$ cat config.mk
export PLATFORM = sky130hd
export DESIGN_NAME = hdm_readback
export DESIGN_NICKNAME = d
export VERILOG_FILES = /design/src/common/hdm_pkg.sv /design/src/core/hdm_tick_gen.sv /design/src/core/hdm_edge_track.sv /design/src/core/hdm_readback.sv
export SDC_FILE = /design/constraint.sdc
export NUM_CORES = 1
export LEC_CHECK = 0
export ABC_AREA = 1
export BUFFER_PORTS_ARGS = -buffer_cell sky130_fd_sc_hd__buf_2
export CELL_PAD_IN_SITES_DETAIL_PLACEMENT = 1
export CELL_PAD_IN_SITES_GLOBAL_PLACEMENT = 1
export CORE_ASPECT_RATIO = 1.5
export CORE_MARGIN = 2
export CORE_UTILIZATION = 38
export DETAILED_ROUTE_END_ITERATION = 7
export GPL_ROUTABILITY_DRIVEN = 0
export PLACE_DENSITY_LB_ADDON = 0.1
export SLEW_MARGIN = 25
export SYNTH_ARGS = -nofsm -noshare
export SYNTH_HDL_FRONTEND = slang
export SYNTH_SLANG_ARGS = --single-unit
export TNS_END_PERCENT = 30
$ cat constraint.sdc
create_clock -name clock -period 1.7 [get_ports clock]
set_input_delay 0.34 -clock clock [delete_from_list [all_inputs] [get_ports clock]]
set_output_delay 0.34 -clock clock [all_outputs]
set_load 0.005 [all_outputs]
$ cat src/common/hdm_pkg.sv
// Shared constants for the haptic drive monitor readback block.
// Assumes a 10 MHz core clock and an 8-bit register port behind the serial bus.
package hdm_pkg;

   // Register map
   localparam logic [7:0] SUPPLY_MONITOR_ADDR  = 8'h21;
   localparam logic [7:0] PERIOD_READOUT_ADDR  = 8'h22;
   localparam logic [7:0] SUPPLY_MONITOR_RESET = 8'h00;
   localparam logic [7:0] PERIOD_READOUT_RESET = 8'h00;
   localparam logic [7:0] UNMAPPED_READ_VALUE  = 8'h00;
   localparam logic [7:0] CODE_MAX             = 8'hFF;
   localparam logic [7:0] CODE_ONE             = 8'h01;

   // Supply code scaling: volts = code * 5.6 V / 255
   localparam int SUPPLY_FULL_SCALE_MV = 5600;
   localparam int SUPPLY_CODE_SPAN     = 255;

   // Period code scaling: one code step is 98.46 us
   localparam int CLOCK_PERIOD_PS = 100000;
   localparam int PERIOD_STEP_PS  = 98460000;
   // Half a period step in cycles, rounded down; counting half steps over
   // one back-EMF half cycle yields the full-period code directly.
   localparam int HALF_STEP_CYCLES_INT = PERIOD_STEP_PS / (2 * CLOCK_PERIOD_PS);
   localparam logic [15:0] HALF_STEP_CYCLES = 16'(HALF_STEP_CYCLES_INT);
   localparam logic [15:0] COUNT_ONE        = 16'h0001;

endpackage

$ cat src/core/hdm_tick_gen.sv
// Free-running tick divider: one-cycle tick every reload cycles while run is high.
// Assumes reload is at least one; the count restarts whenever run drops.
`timescale 1ns/10ps
`default_nettype none
module hdm_tick_gen (
   // Clock and reset
   input  wire logic        clock,
   input  wire logic        reset_n,
   // Control
   input  wire logic        run,
   input  wire logic [15:0] reload,
   // Output
   output logic             tick
);

   typedef struct packed {
      logic [15:0] count;
      logic        tick;
   } hdm_tick_t;

   hdm_tick_t state_reg;
   hdm_tick_t state_next;

   always_comb begin
      state_next = state_reg;
      state_next.tick = 1'b0;
      if (!run) begin
         state_next.count = '0;
      end else if (state_reg.count >= (reload - hdm_pkg::COUNT_ONE)) begin
         state_next.count = '0;
         state_next.tick = 1'b1;
      end else begin
         state_next.count = state_reg.count + hdm_pkg::COUNT_ONE;
      end
   end

   always_ff @(posedge clock or negedge reset_n) begin
      if (!reset_n) begin
         state_reg <= '0;
      end else begin
         state_reg <= state_next;
      end
   end

   assign tick = state_reg.tick;

endmodule
`default_nettype wire

$ cat src/core/hdm_edge_track.sv
// Back-EMF zero-crossing detector: pulses once per sign change while run is high.
// Assumes the comparator level is already synchronous to the clock.
`timescale 1ns/10ps
`default_nettype none
module hdm_edge_track (
   // Clock and reset
   input  wire logic clock,
   input  wire logic reset_n,
   // Sense
   input  wire logic run,
   input  wire logic level,
   // Output
   output logic      crossing
);

   typedef struct packed {
      logic prev;
      logic primed;
      logic crossing;
   } hdm_edge_t;

   hdm_edge_t state_reg;
   hdm_edge_t state_next;

   always_comb begin
      state_next = state_reg;
      state_next.crossing = 1'b0;
      state_next.prev = level;
      if (!run) begin
         // Unprimed so the first sample after drive start is no crossing
         state_next.primed = 1'b0;
      end else begin
         state_next.crossing = state_reg.primed && (level != state_reg.prev);
         state_next.primed = 1'b1;
      end
   end

   always_ff @(posedge clock or negedge reset_n) begin
      if (!reset_n) begin
         state_reg <= '0;
      end else begin
         state_reg <= state_next;
      end
   end

   assign crossing = state_reg.crossing;

endmodule
`default_nettype wire

$ cat src/core/hdm_readback.sv
// Haptic drive monitor readback: supply and resonance-period codes,
// auto-resonance tracking and differential drive polarity.
// Assumes a register port from the serial-bus front end and synchronous sense inputs.
//
// How it works
// (RQ1) Supply code refreshes from each sample taken during drive; volts equal code times 5.6 over 255.
// (RQ2) Supply code only takes new samples while a waveform is being driven.
// (RQ3) Resonance-period code is measured only while a waveform is being driven.
// (RQ4) Each period code step stands for 98.46 microseconds of resonance period.
// (RQ5) Both codes reset to zero and are host readable and writable.
// (RQ6) Tracking locks to resonance after half a drive cycle.
// (RQ7) Tracking re-evaluates the frequency on every drive half cycle.
// (RQ8) Resonance is derived from back-EMF zero crossings sensed during drive.
// (RQ9) Tracking needs no calibration and ignores level calibration entirely.
// (RQ10) Rotating-mass drive direction is set by output pair polarity, reverse brakes.
// (RQ11) Fixed-frequency select drives at the chosen rate, tracking is bypassed.
// (RQ12) Codes hold their last values while no waveform is driven.
`timescale 1ns/10ps
`default_nettype none
module hdm_readback (
   // Clock and reset
   input  wire logic        clock,
   input  wire logic        reset_n,
   // Register port
   input  wire logic [7:0]  regAddr,
   input  wire logic        regWrite,
   input  wire logic        regRead,
   input  wire logic [7:0]  regWriteData,
   output logic      [7:0]  regReadData,
   output logic             regReadValid,
   // Drive control
   input  wire logic        driveActive,
   input  wire logic        actuatorIsLinear,
   input  wire logic        linearActuatorFixedFrequencySelect,
   input  wire logic [15:0] fixedHalfCycles,
   input  wire logic        reverseDrive,
   // Sense
   input  wire logic        bemfPositive,
   input  wire logic [7:0]  supplySample,
   input  wire logic        supplySampleValid,
   // Drive outputs
   output logic             drivePos,
   output logic             driveNeg,
   // Status
   output logic [7:0]       supplyCode,
   output logic [7:0]       periodCode,
   output logic             periodLocked
);

   typedef enum logic [1:0] {
      TRK_IDLE,
      TRK_WAIT_EDGE,
      TRK_MEASURE
   } hdm_trk_t;

   typedef struct packed {
      hdm_trk_t   trk;
      logic [7:0] halfCount;
      logic [7:0] supplyCode;
      logic [7:0] periodCode;
      logic       locked;
      logic       polarity;
      logic       drivePos;
      logic       driveNeg;
      logic [7:0] readData;
      logic       readValid;
   } hdm_main_t;

   hdm_main_t state_reg;
   hdm_main_t state_next;

   logic closedLoop;
   logic fixedLoop;
   logic bemfCrossing;
   logic halfStepTick;
   logic fixedTick;
   logic halfStepRun;

   // Closed loop only for a linear actuator with fixed frequency off
   assign closedLoop = driveActive && actuatorIsLinear && !linearActuatorFixedFrequencySelect; // [RQ11]
   assign fixedLoop  = driveActive && actuatorIsLinear && linearActuatorFixedFrequencySelect;  // [RQ11]

   // Half-step timer restarts on each crossing so each half cycle counts from zero
   assign halfStepRun = (state_reg.trk == TRK_MEASURE) && !bemfCrossing;

   hdm_edge_track u_bemf_edge (
      .clock    (clock),
      .reset_n  (reset_n),
      .run      (closedLoop),
      .level    (bemfPositive),
      .crossing (bemfCrossing)
   );

   hdm_tick_gen u_half_step (
      .clock   (clock),
      .reset_n (reset_n),
      .run     (halfStepRun),
      .reload  (hdm_pkg::HALF_STEP_CYCLES),
      .tick    (halfStepTick)
   );

   hdm_tick_gen u_fixed_rate (
      .clock   (clock),
      .reset_n (reset_n),
      .run     (fixedLoop),
      .reload  (fixedHalfCycles),
      .tick    (fixedTick)
   );

   always_comb begin
      state_next = state_reg;
      state_next.readValid = 1'b0;

      // Host writes land first; a same-cycle measurement overrides them
      if (regWrite) begin
         if (regAddr == hdm_pkg::SUPPLY_MONITOR_ADDR) begin
            state_next.supplyCode = regWriteData; // [RQ5]
         end
         if (regAddr == hdm_pkg::PERIOD_READOUT_ADDR) begin
            state_next.periodCode = regWriteData; // [RQ5]
         end
      end

      // Supply samples accepted only during playback, held otherwise
      if (driveActive && supplySampleValid) begin
         state_next.supplyCode = supplySample; // [RQ1] [RQ2] [RQ12]
      end

      // Tracking is driven purely by back-EMF crossings; no calibration state gates it
      case (state_reg.trk) // [RQ8] [RQ9]
         TRK_IDLE: begin
            state_next.halfCount = '0;
            state_next.locked = 1'b0;
            if (closedLoop) begin
               state_next.trk = TRK_WAIT_EDGE;
            end
         end
         TRK_WAIT_EDGE: begin
            if (!closedLoop) begin
               state_next.trk = TRK_IDLE;
            end else if (bemfCrossing) begin
               state_next.halfCount = '0;
               state_next.trk = TRK_MEASURE;
            end
         end
         TRK_MEASURE: begin
            if (!closedLoop) begin
               // Period code keeps the last measurement
               state_next.trk = TRK_IDLE; // [RQ12]
            end else if (bemfCrossing) begin
               // Half a cycle of half steps is the full period in steps
               state_next.periodCode = state_reg.halfCount; // [RQ3] [RQ4] [RQ6] [RQ7]
               state_next.locked = 1'b1; // [RQ6]
               state_next.halfCount = '0;
            end else if (halfStepTick && (state_reg.halfCount != hdm_pkg::CODE_MAX)) begin
               // Saturates on very slow actuators instead of wrapping
               state_next.halfCount = state_reg.halfCount + hdm_pkg::CODE_ONE; // [RQ4]
            end
         end
         default: begin
            state_next.trk = TRK_IDLE;
         end
      endcase

      // Differential output polarity
      if (!driveActive) begin
         state_next.polarity = 1'b0;
         state_next.drivePos = 1'b0;
         state_next.driveNeg = 1'b0;
      end else if (!actuatorIsLinear) begin
         // Reverse polarity spins the mass backwards, used for braking
         state_next.drivePos = !reverseDrive; // [RQ10]
         state_next.driveNeg = reverseDrive;  // [RQ10]
      end else begin
         if (linearActuatorFixedFrequencySelect) begin
            if (fixedTick) begin
               state_next.polarity = !state_reg.polarity; // [RQ11]
            end
         end else if (bemfCrossing) begin
            // Commutate at each back-EMF crossing to sit on resonance
            state_next.polarity = !state_reg.polarity; // [RQ7] [RQ8]
         end
         state_next.drivePos = !state_next.polarity;
         state_next.driveNeg = state_next.polarity;
      end

      // Register read answer, one cycle after the strobe
      if (regRead) begin
         state_next.readValid = 1'b1;
         case (regAddr)
            hdm_pkg::SUPPLY_MONITOR_ADDR: state_next.readData = state_reg.supplyCode;
            hdm_pkg::PERIOD_READOUT_ADDR: state_next.readData = state_reg.periodCode;
            default:                      state_next.readData = hdm_pkg::UNMAPPED_READ_VALUE;
         endcase
      end
   end

   always_ff @(posedge clock or negedge reset_n) begin
      if (!reset_n) begin
         state_reg.trk        <= TRK_IDLE;
         state_reg.halfCount  <= '0;
         state_reg.supplyCode <= hdm_pkg::SUPPLY_MONITOR_RESET; // [RQ5]
         state_reg.periodCode <= hdm_pkg::PERIOD_READOUT_RESET; // [RQ5]
         state_reg.locked     <= 1'b0;
         state_reg.polarity   <= 1'b0;
         state_reg.drivePos   <= 1'b0;
         state_reg.driveNeg   <= 1'b0;
         state_reg.readData   <= hdm_pkg::UNMAPPED_READ_VALUE;
         state_reg.readValid  <= 1'b0;
      end else begin
         state_reg <= state_next;
      end
   end

   assign regReadData  = state_reg.readData;
   assign regReadValid = state_reg.readValid;
   assign drivePos     = state_reg.drivePos;
   assign driveNeg     = state_reg.driveNeg;
   assign supplyCode   = state_reg.supplyCode;
   assign periodCode   = state_reg.periodCode;
   assign periodLocked = state_reg.locked;

endmodule
`default_nettype wire

==> Word-level counts from Yosys, hierarchy flattened <==
Index checks and enable logic that the tools add are counted.
Widths: inputs -> output; s select.
{ "word_totals": {"out_inout_bits": 28, "register_bits": 76, "wordCells": 97, "input_bits": 50} }
{ "op_classes": {"addsub": 4, "reduce_logical": 21, "n_eq_ne": 15, "magnitude_cmp": 2, "mux": 38} }
{ "ops": {"columns": ["cell", "n"], "rows": [
  ["$mux 16", 5],
  ["$mux 8", 8],
  ["$add 16x1->16 const B", 2],
  ["$pmux 8 s3", 1],
  ["$mux 9", 2],
  ["$eq 8x6->1 const B", 2],
  ["$ge 16x16->1", 1],
  ["$ge 16x9->1 const B", 1],
  ["$pmux 8 s2", 1],
  ["$sub 16x1->16 const B", 1],
  ["$mux 1", 13],
  ["$ne 2x1->1 const B", 6],
  ["$mux 10", 1],
  ["$add 8x1->8 const B", 1],
  ["$mux 2", 4],
  ["$ne 8x8->1 const B", 1],
  ["$logic_and 1x1->1", 7],
  ["$pmux 2 s3", 1],
  ["$reduce_and 3->1", 2],
  ["$reduce_bool 2->1", 3],
  ["$logic_not 1->1", 5],
  ["$reduce_and 5->1", 1],
  ["$mux 3", 1],
  ["$ne 3x1->1 const B", 1],
  ["9 further kinds", 9]
]} }

==> Depth between registers and ports, before layout <==
{ "logic_depth": {"ltp_word": 8, "ltp_mapped": 17, "mapped_depth_nobuf": 17} }

==> Hierarchy <==
From an unflattened synthesis, not the netlist that was laid out.
{ "unflattened": {"hier_cells": 790, "area_unflattened_um2": 5684.2} }
{ "by_module_without_submodules": {"columns": ["module", "area_per_inst_um2", "instances", "cells_per_inst", "seq_area_each_um2"], "rows": [
  ["hdm_readback", 2404.8, 1, 328, 975.9],
  ["hdm_tick_gen (u_half_step)", 1596.5, 1, 224, 425.4],
  ["hdm_tick_gen (u_fixed_rate)", 1579.0, 1, 228, 425.4],
  ["hdm_edge_track", 103.8, 1, 10, 75.1]
]} }

==> Least setup slack after synthesis <==
Ideal clock, no wire load.
{ "synth_path": {"path_kind": "input -> register", "startpoint": "input port fixedHalfCycles[0]", "endpoint": "register u_fixed_rate.state_reg[6] (netlist bit)", "t_required_ns": 1.578, "setup_ns": 0.122, "arrival_ns": 2.276, "setup_slack_ns": -0.698, "n_path_buf": 1, "cell_stages": 17, "path_cell_list": "inv_1 ha_1 nand2_1 nor2_1 nand2_1 nor2_1 xor2_1 inv_1 ha_1 nand2_1 inv_2 nand3_1 nor3_1 nand2_1 nand3_2 buf_2 nor2_1"} }
{ "synth_lines": {"columns": ["item", "line_no", "source"], "rows": [
  ["start, declared", "hdm_readback.sv:35", "input wire logic [15:0] fixedHalfCycles,"],
  ["end signal, assigned", "hdm_tick_gen.sv:41", "state_reg <= state_next;"],
  ["end, declared", "hdm_tick_gen.sv:21", "hdm_tick_t state_reg;"]
]} }

==> reports/qor.csv <==
stage,metric,value,unit
yosys,synth_edf_count,0,
clock_network,htreeDepth,3,
die,rows,49,
finish,postLayoutCoreUtil,50.9,%
critical_path,max_stage_delay,310,ps
critical_path,critPathCaptureType,register,
timing,slew_violations,0,
critical_path,reg2regPathDepth,7,
die,die_w,95.1,um
pwr,switchingPower,1.06,mW
timing,hold_viol_final,0,
yosys,yosysWarnings,0,
yosys,yosys-top-cells-area,"dfrtp_1, nand2_1, nand3_1",
clock_network,clk_pin_slew,60,ps
placement,hpwl,10.1,mm
status,status,finished with violations,
critical_path,r2r_slack,-50,ps
routing,vias,4428,
timing,finalSetupViolCount,17,
global_route,grt_usage,20.5,%
yosys,yosysTopAreaCell,dfrtp_1,
clock_network,clock-sinks,76,
clock_network,ctsLongestPathBuffers,2,
critical_path,critPathMostFrequentCell,nand2_2,
clock_network,cts_made_buffers,9,
yosys,yosys.area.top_type_share,40.2,%
routing,drt-initial-drc-count,87,
clock_network,cts_tree,built,
yosys,ys_dominant_reg_cell,dfrtp_1,
yosys,ys_seq_elements,76,
global_route,antenna_found_initial,0,
pwr,combPwrFrac,12.0,%
timing,skew,6.01,ps
routing,vias_per_cell,4.98,
timing,finalCriticalPeriod,2120,ps
pwr,p_leak,3.20,nW
yosys,synth_area,4730,um2
die,initial_core_util,39.1,%
pwr,peakVddDrop,0.333,mV
critical_path,critical_path.endpoint,u_fixed_rate.tick$_DFF_PN0_,
critical_path,worstSetupPathType,in2reg,
status,failed_checks,negative setup slack,
critical_path,crit_start,fixedHalfCycles[2],
routing,detail_route.wl_per_cell,14.5,um
global_route,grt_overflow,0,
finish,drive_gt1_share,29.9,%
pwr,pwr-share-seq,43.8,%
pwr,powerDensity,705,nW/um2
yosys,ys_seq_area_share,40.2,%
global_route,first_global_vias,4757,
timing,rsz0062_at_grt,true,
finish,antenna_cells,0,
routing,firstDrtPassIters,4,
yosys,synthArstFlopShare,100,%
critical_path,crit_path_cell_trace,"buf_2, nor2_4, nand2_2, nor3_2, nand2_1, xor2_1, ha_1, buf_4, nand2_2, nor2_1, a21oi_4, nand3_4, nand2_2, inv_1",
timing,finalCritPeriodShare,125,%
clock_network,clk_latency,340,ps
yosys,yosysUniqueCellTypes,44,
clock_network,cts_root_buffer,clkbuf_16,
critical_path,timing.rr.start,u_fixed_rate.state_reg[12]$_DFF_PN0_,
routing,routed_wl,12.9,mm
finish,final_cells,889,
yosys,synth.avg_cell_area,7.65,um2
critical_path,worstPathArrival,2350,ps
routing,ant_nets,0,
placement,numPortBuffers,77,
finish,nFillCells,1522,
global_route,grt_max_degree,46,
pwr,swShare,24.6,%
pwr,p_int,3.27,mW
finish,final_nets,802,
critical_path,start_kind,primary input,
job,max_cap_viol_count,0,
routing,drc,0,
timing,max_freq,472,MHz
critical_path,cp_data_required_time,1930,ps
critical_path,crit_slowest_cell,ha_1,
pwr,clock_power_share,44.3,%
finish,area_growth,29.9,%
critical_path,crit_fanout,5,
die,die-area,13400,um2
die,die_h,141,um
hold_path,hold_class,in2reg,
global_route,grt_pass1_wl,21.4,mm
critical_path,reg2reg_to,u_fixed_rate.tick$_DFF_PN0_,
placement,dp.cells,867,
die,core-area,12100,um2
die,top_level_ports,78,
yosys,netlist_instances,618,
timing,setup_ws,-417,ps
==> worst max-delay path: cells and delay by family <==
family / cells / cell delay [ps]
buffers and inverters: 3 / 310
and+or+nand+nor: 8 / 960
adders and majority gates: 1 / 310
AOI/OAI and AO/OA: 1 / 250
xor gates and xnor gates: 1 / 170
==> what timing repair did <==
action | 4_1_cts | 5_1_grt
pin swaps | 29 | 20
setup endpoints to repair | 17 | 25
cloned | 2 | 0
resized for setup | 34 | 17
hold buffers | 1 | 0
hold endpoints to repair | 16 | 0
buffers inserted | 3 | 1
==> worst min path at each step <==
stage | startpoint | to | slack, ps | cells after the start
after CTS | bemfPositive | u_bemf_edge.state_reg[2]$_DFF_PN0_ | 110 | 1
final | bemfPositive | u_bemf_edge.state_reg[2]$_DFF_PN0_ | 130 | 1
after detailed placement | reset_n | supplyCode[7]$_DFFE_PN0P_ | 240 | 1
after floorplan | reset_n | driveNeg$_DFF_PN0_ | 40 | 0
after global routing | bemfPositive | u_bemf_edge.state_reg[2]$_DFF_PN0_ | 130 | 1
after global placement | reset_n | supplyCode[7]$_DFFE_PN0P_ | 240 | 1
==> cells in the mapped netlist (3+ instances only) <==
cell type,number
nand2_1,169
dfrtp_1,76
nor2_1,73
inv_1,58
nand3_1,56
buf_4,26
ha_1,20
a21oi_1,18
xor2_1,13
o21ai_1,12
inv_2,8
nand4_1,8
nor3_1,8
xnor2_1,7
o21ai_0,6
o211ai_2,5
buf_2,4
nand2_2,4
a21boi_0,3
a31oi_1,3
or2_2,3
==> logic make-up after synthesis <==
group,Yosys count,synth area share (%)
xor gates and xnor gates,20,3.70
adders and majority gates,20,5.29
other,1,0.0793
and+or+nand+nor,343,32.8
buffers and inverters,103,10.7
DFF,76,40.2
AOI/OAI and AO/OA,55,7.28
==> final cells by class <==
class,instances,area [um2],share of cell area (%)
sequential,76,1900,31.0
timing repair buffer,130,865,14.1
multi-input combinational,447,2600,42.3
tap,153,191,3.12
clock inverter,5,61.3,0.998
inverter,68,284,4.62
clock buffer,10,239,3.89
==> power by group through the flow <==
stage	registers [mW]	clock network (mW)	logic [mW]
2_1_floorplan	1.92	0	0.256
3_3_place_gp	1.93	0	0.466
3_5_place_dp	1.93	0	0.483
4_1_cts	1.90	1.98	0.514
5_1_grt	1.90	2.04	0.586
6_report	1.90	1.92	0.518
==> stage by stage <==
step	hold WS, ps	area [um2]	setup WS [ps]	TNS [ps]	total power, mW
3_5_place_dp	238	5570	-884	-14470	2.41
5_1_grt	130	6140	-559	-9150	4.53
3_3_place_gp	238	5570	-758	-12740	2.39
6_report	131	6140	-417	-6570	4.33
4_1_cts	115	6050	-390	-6350	4.39
2_1_floorplan	44.4	4860	-423	-6230	2.18
==> layer usage <==
metal | part of all wire (%) | GRT usage, % | vias to the layer above
li1 | - | - | 2175
met1 | 35 | 19.3 | 2160
met2 | 60 | 41.7 | 74
met3 | 2.6 | 2.94 | 19
met4 | 2.5 | 8.62 | 0
met5 | 0 | 0 | -
==> layout by cell type (no fill, tap or decap), types with 4 or more instances in the layout <==
cell / Yosys / final
nand2_1: 169 / 155
nand3_1: 56 / 54
o21ai_1: 12 / 12
dfrtp_1: 76 / 76
a21oi_1: 18 / 17
ha_1: 20 / 17
nand3_2: 2 / 4
conb_1: 1 / 7
nand4_1: 8 / 8
nor3_1: 8 / 5
inv_2: 8 / 8
xor2_1: 13 / 13
buf_4: 26 / 52
inv_1: 58 / 56
buf_2: 4 / 70
o21ai_0: 6 / 6
nor2_2: 2 / 10
buf_12: 0 / 4
nand3_4: 2 / 4
o211ai_2: 5 / 5
nor2_4: 2 / 9
nor2_1: 73 / 58
xnor2_1: 7 / 7
nand2_2: 4 / 15
clkbuf_16: 0 / 9
(Power assumes the default switching activity.)
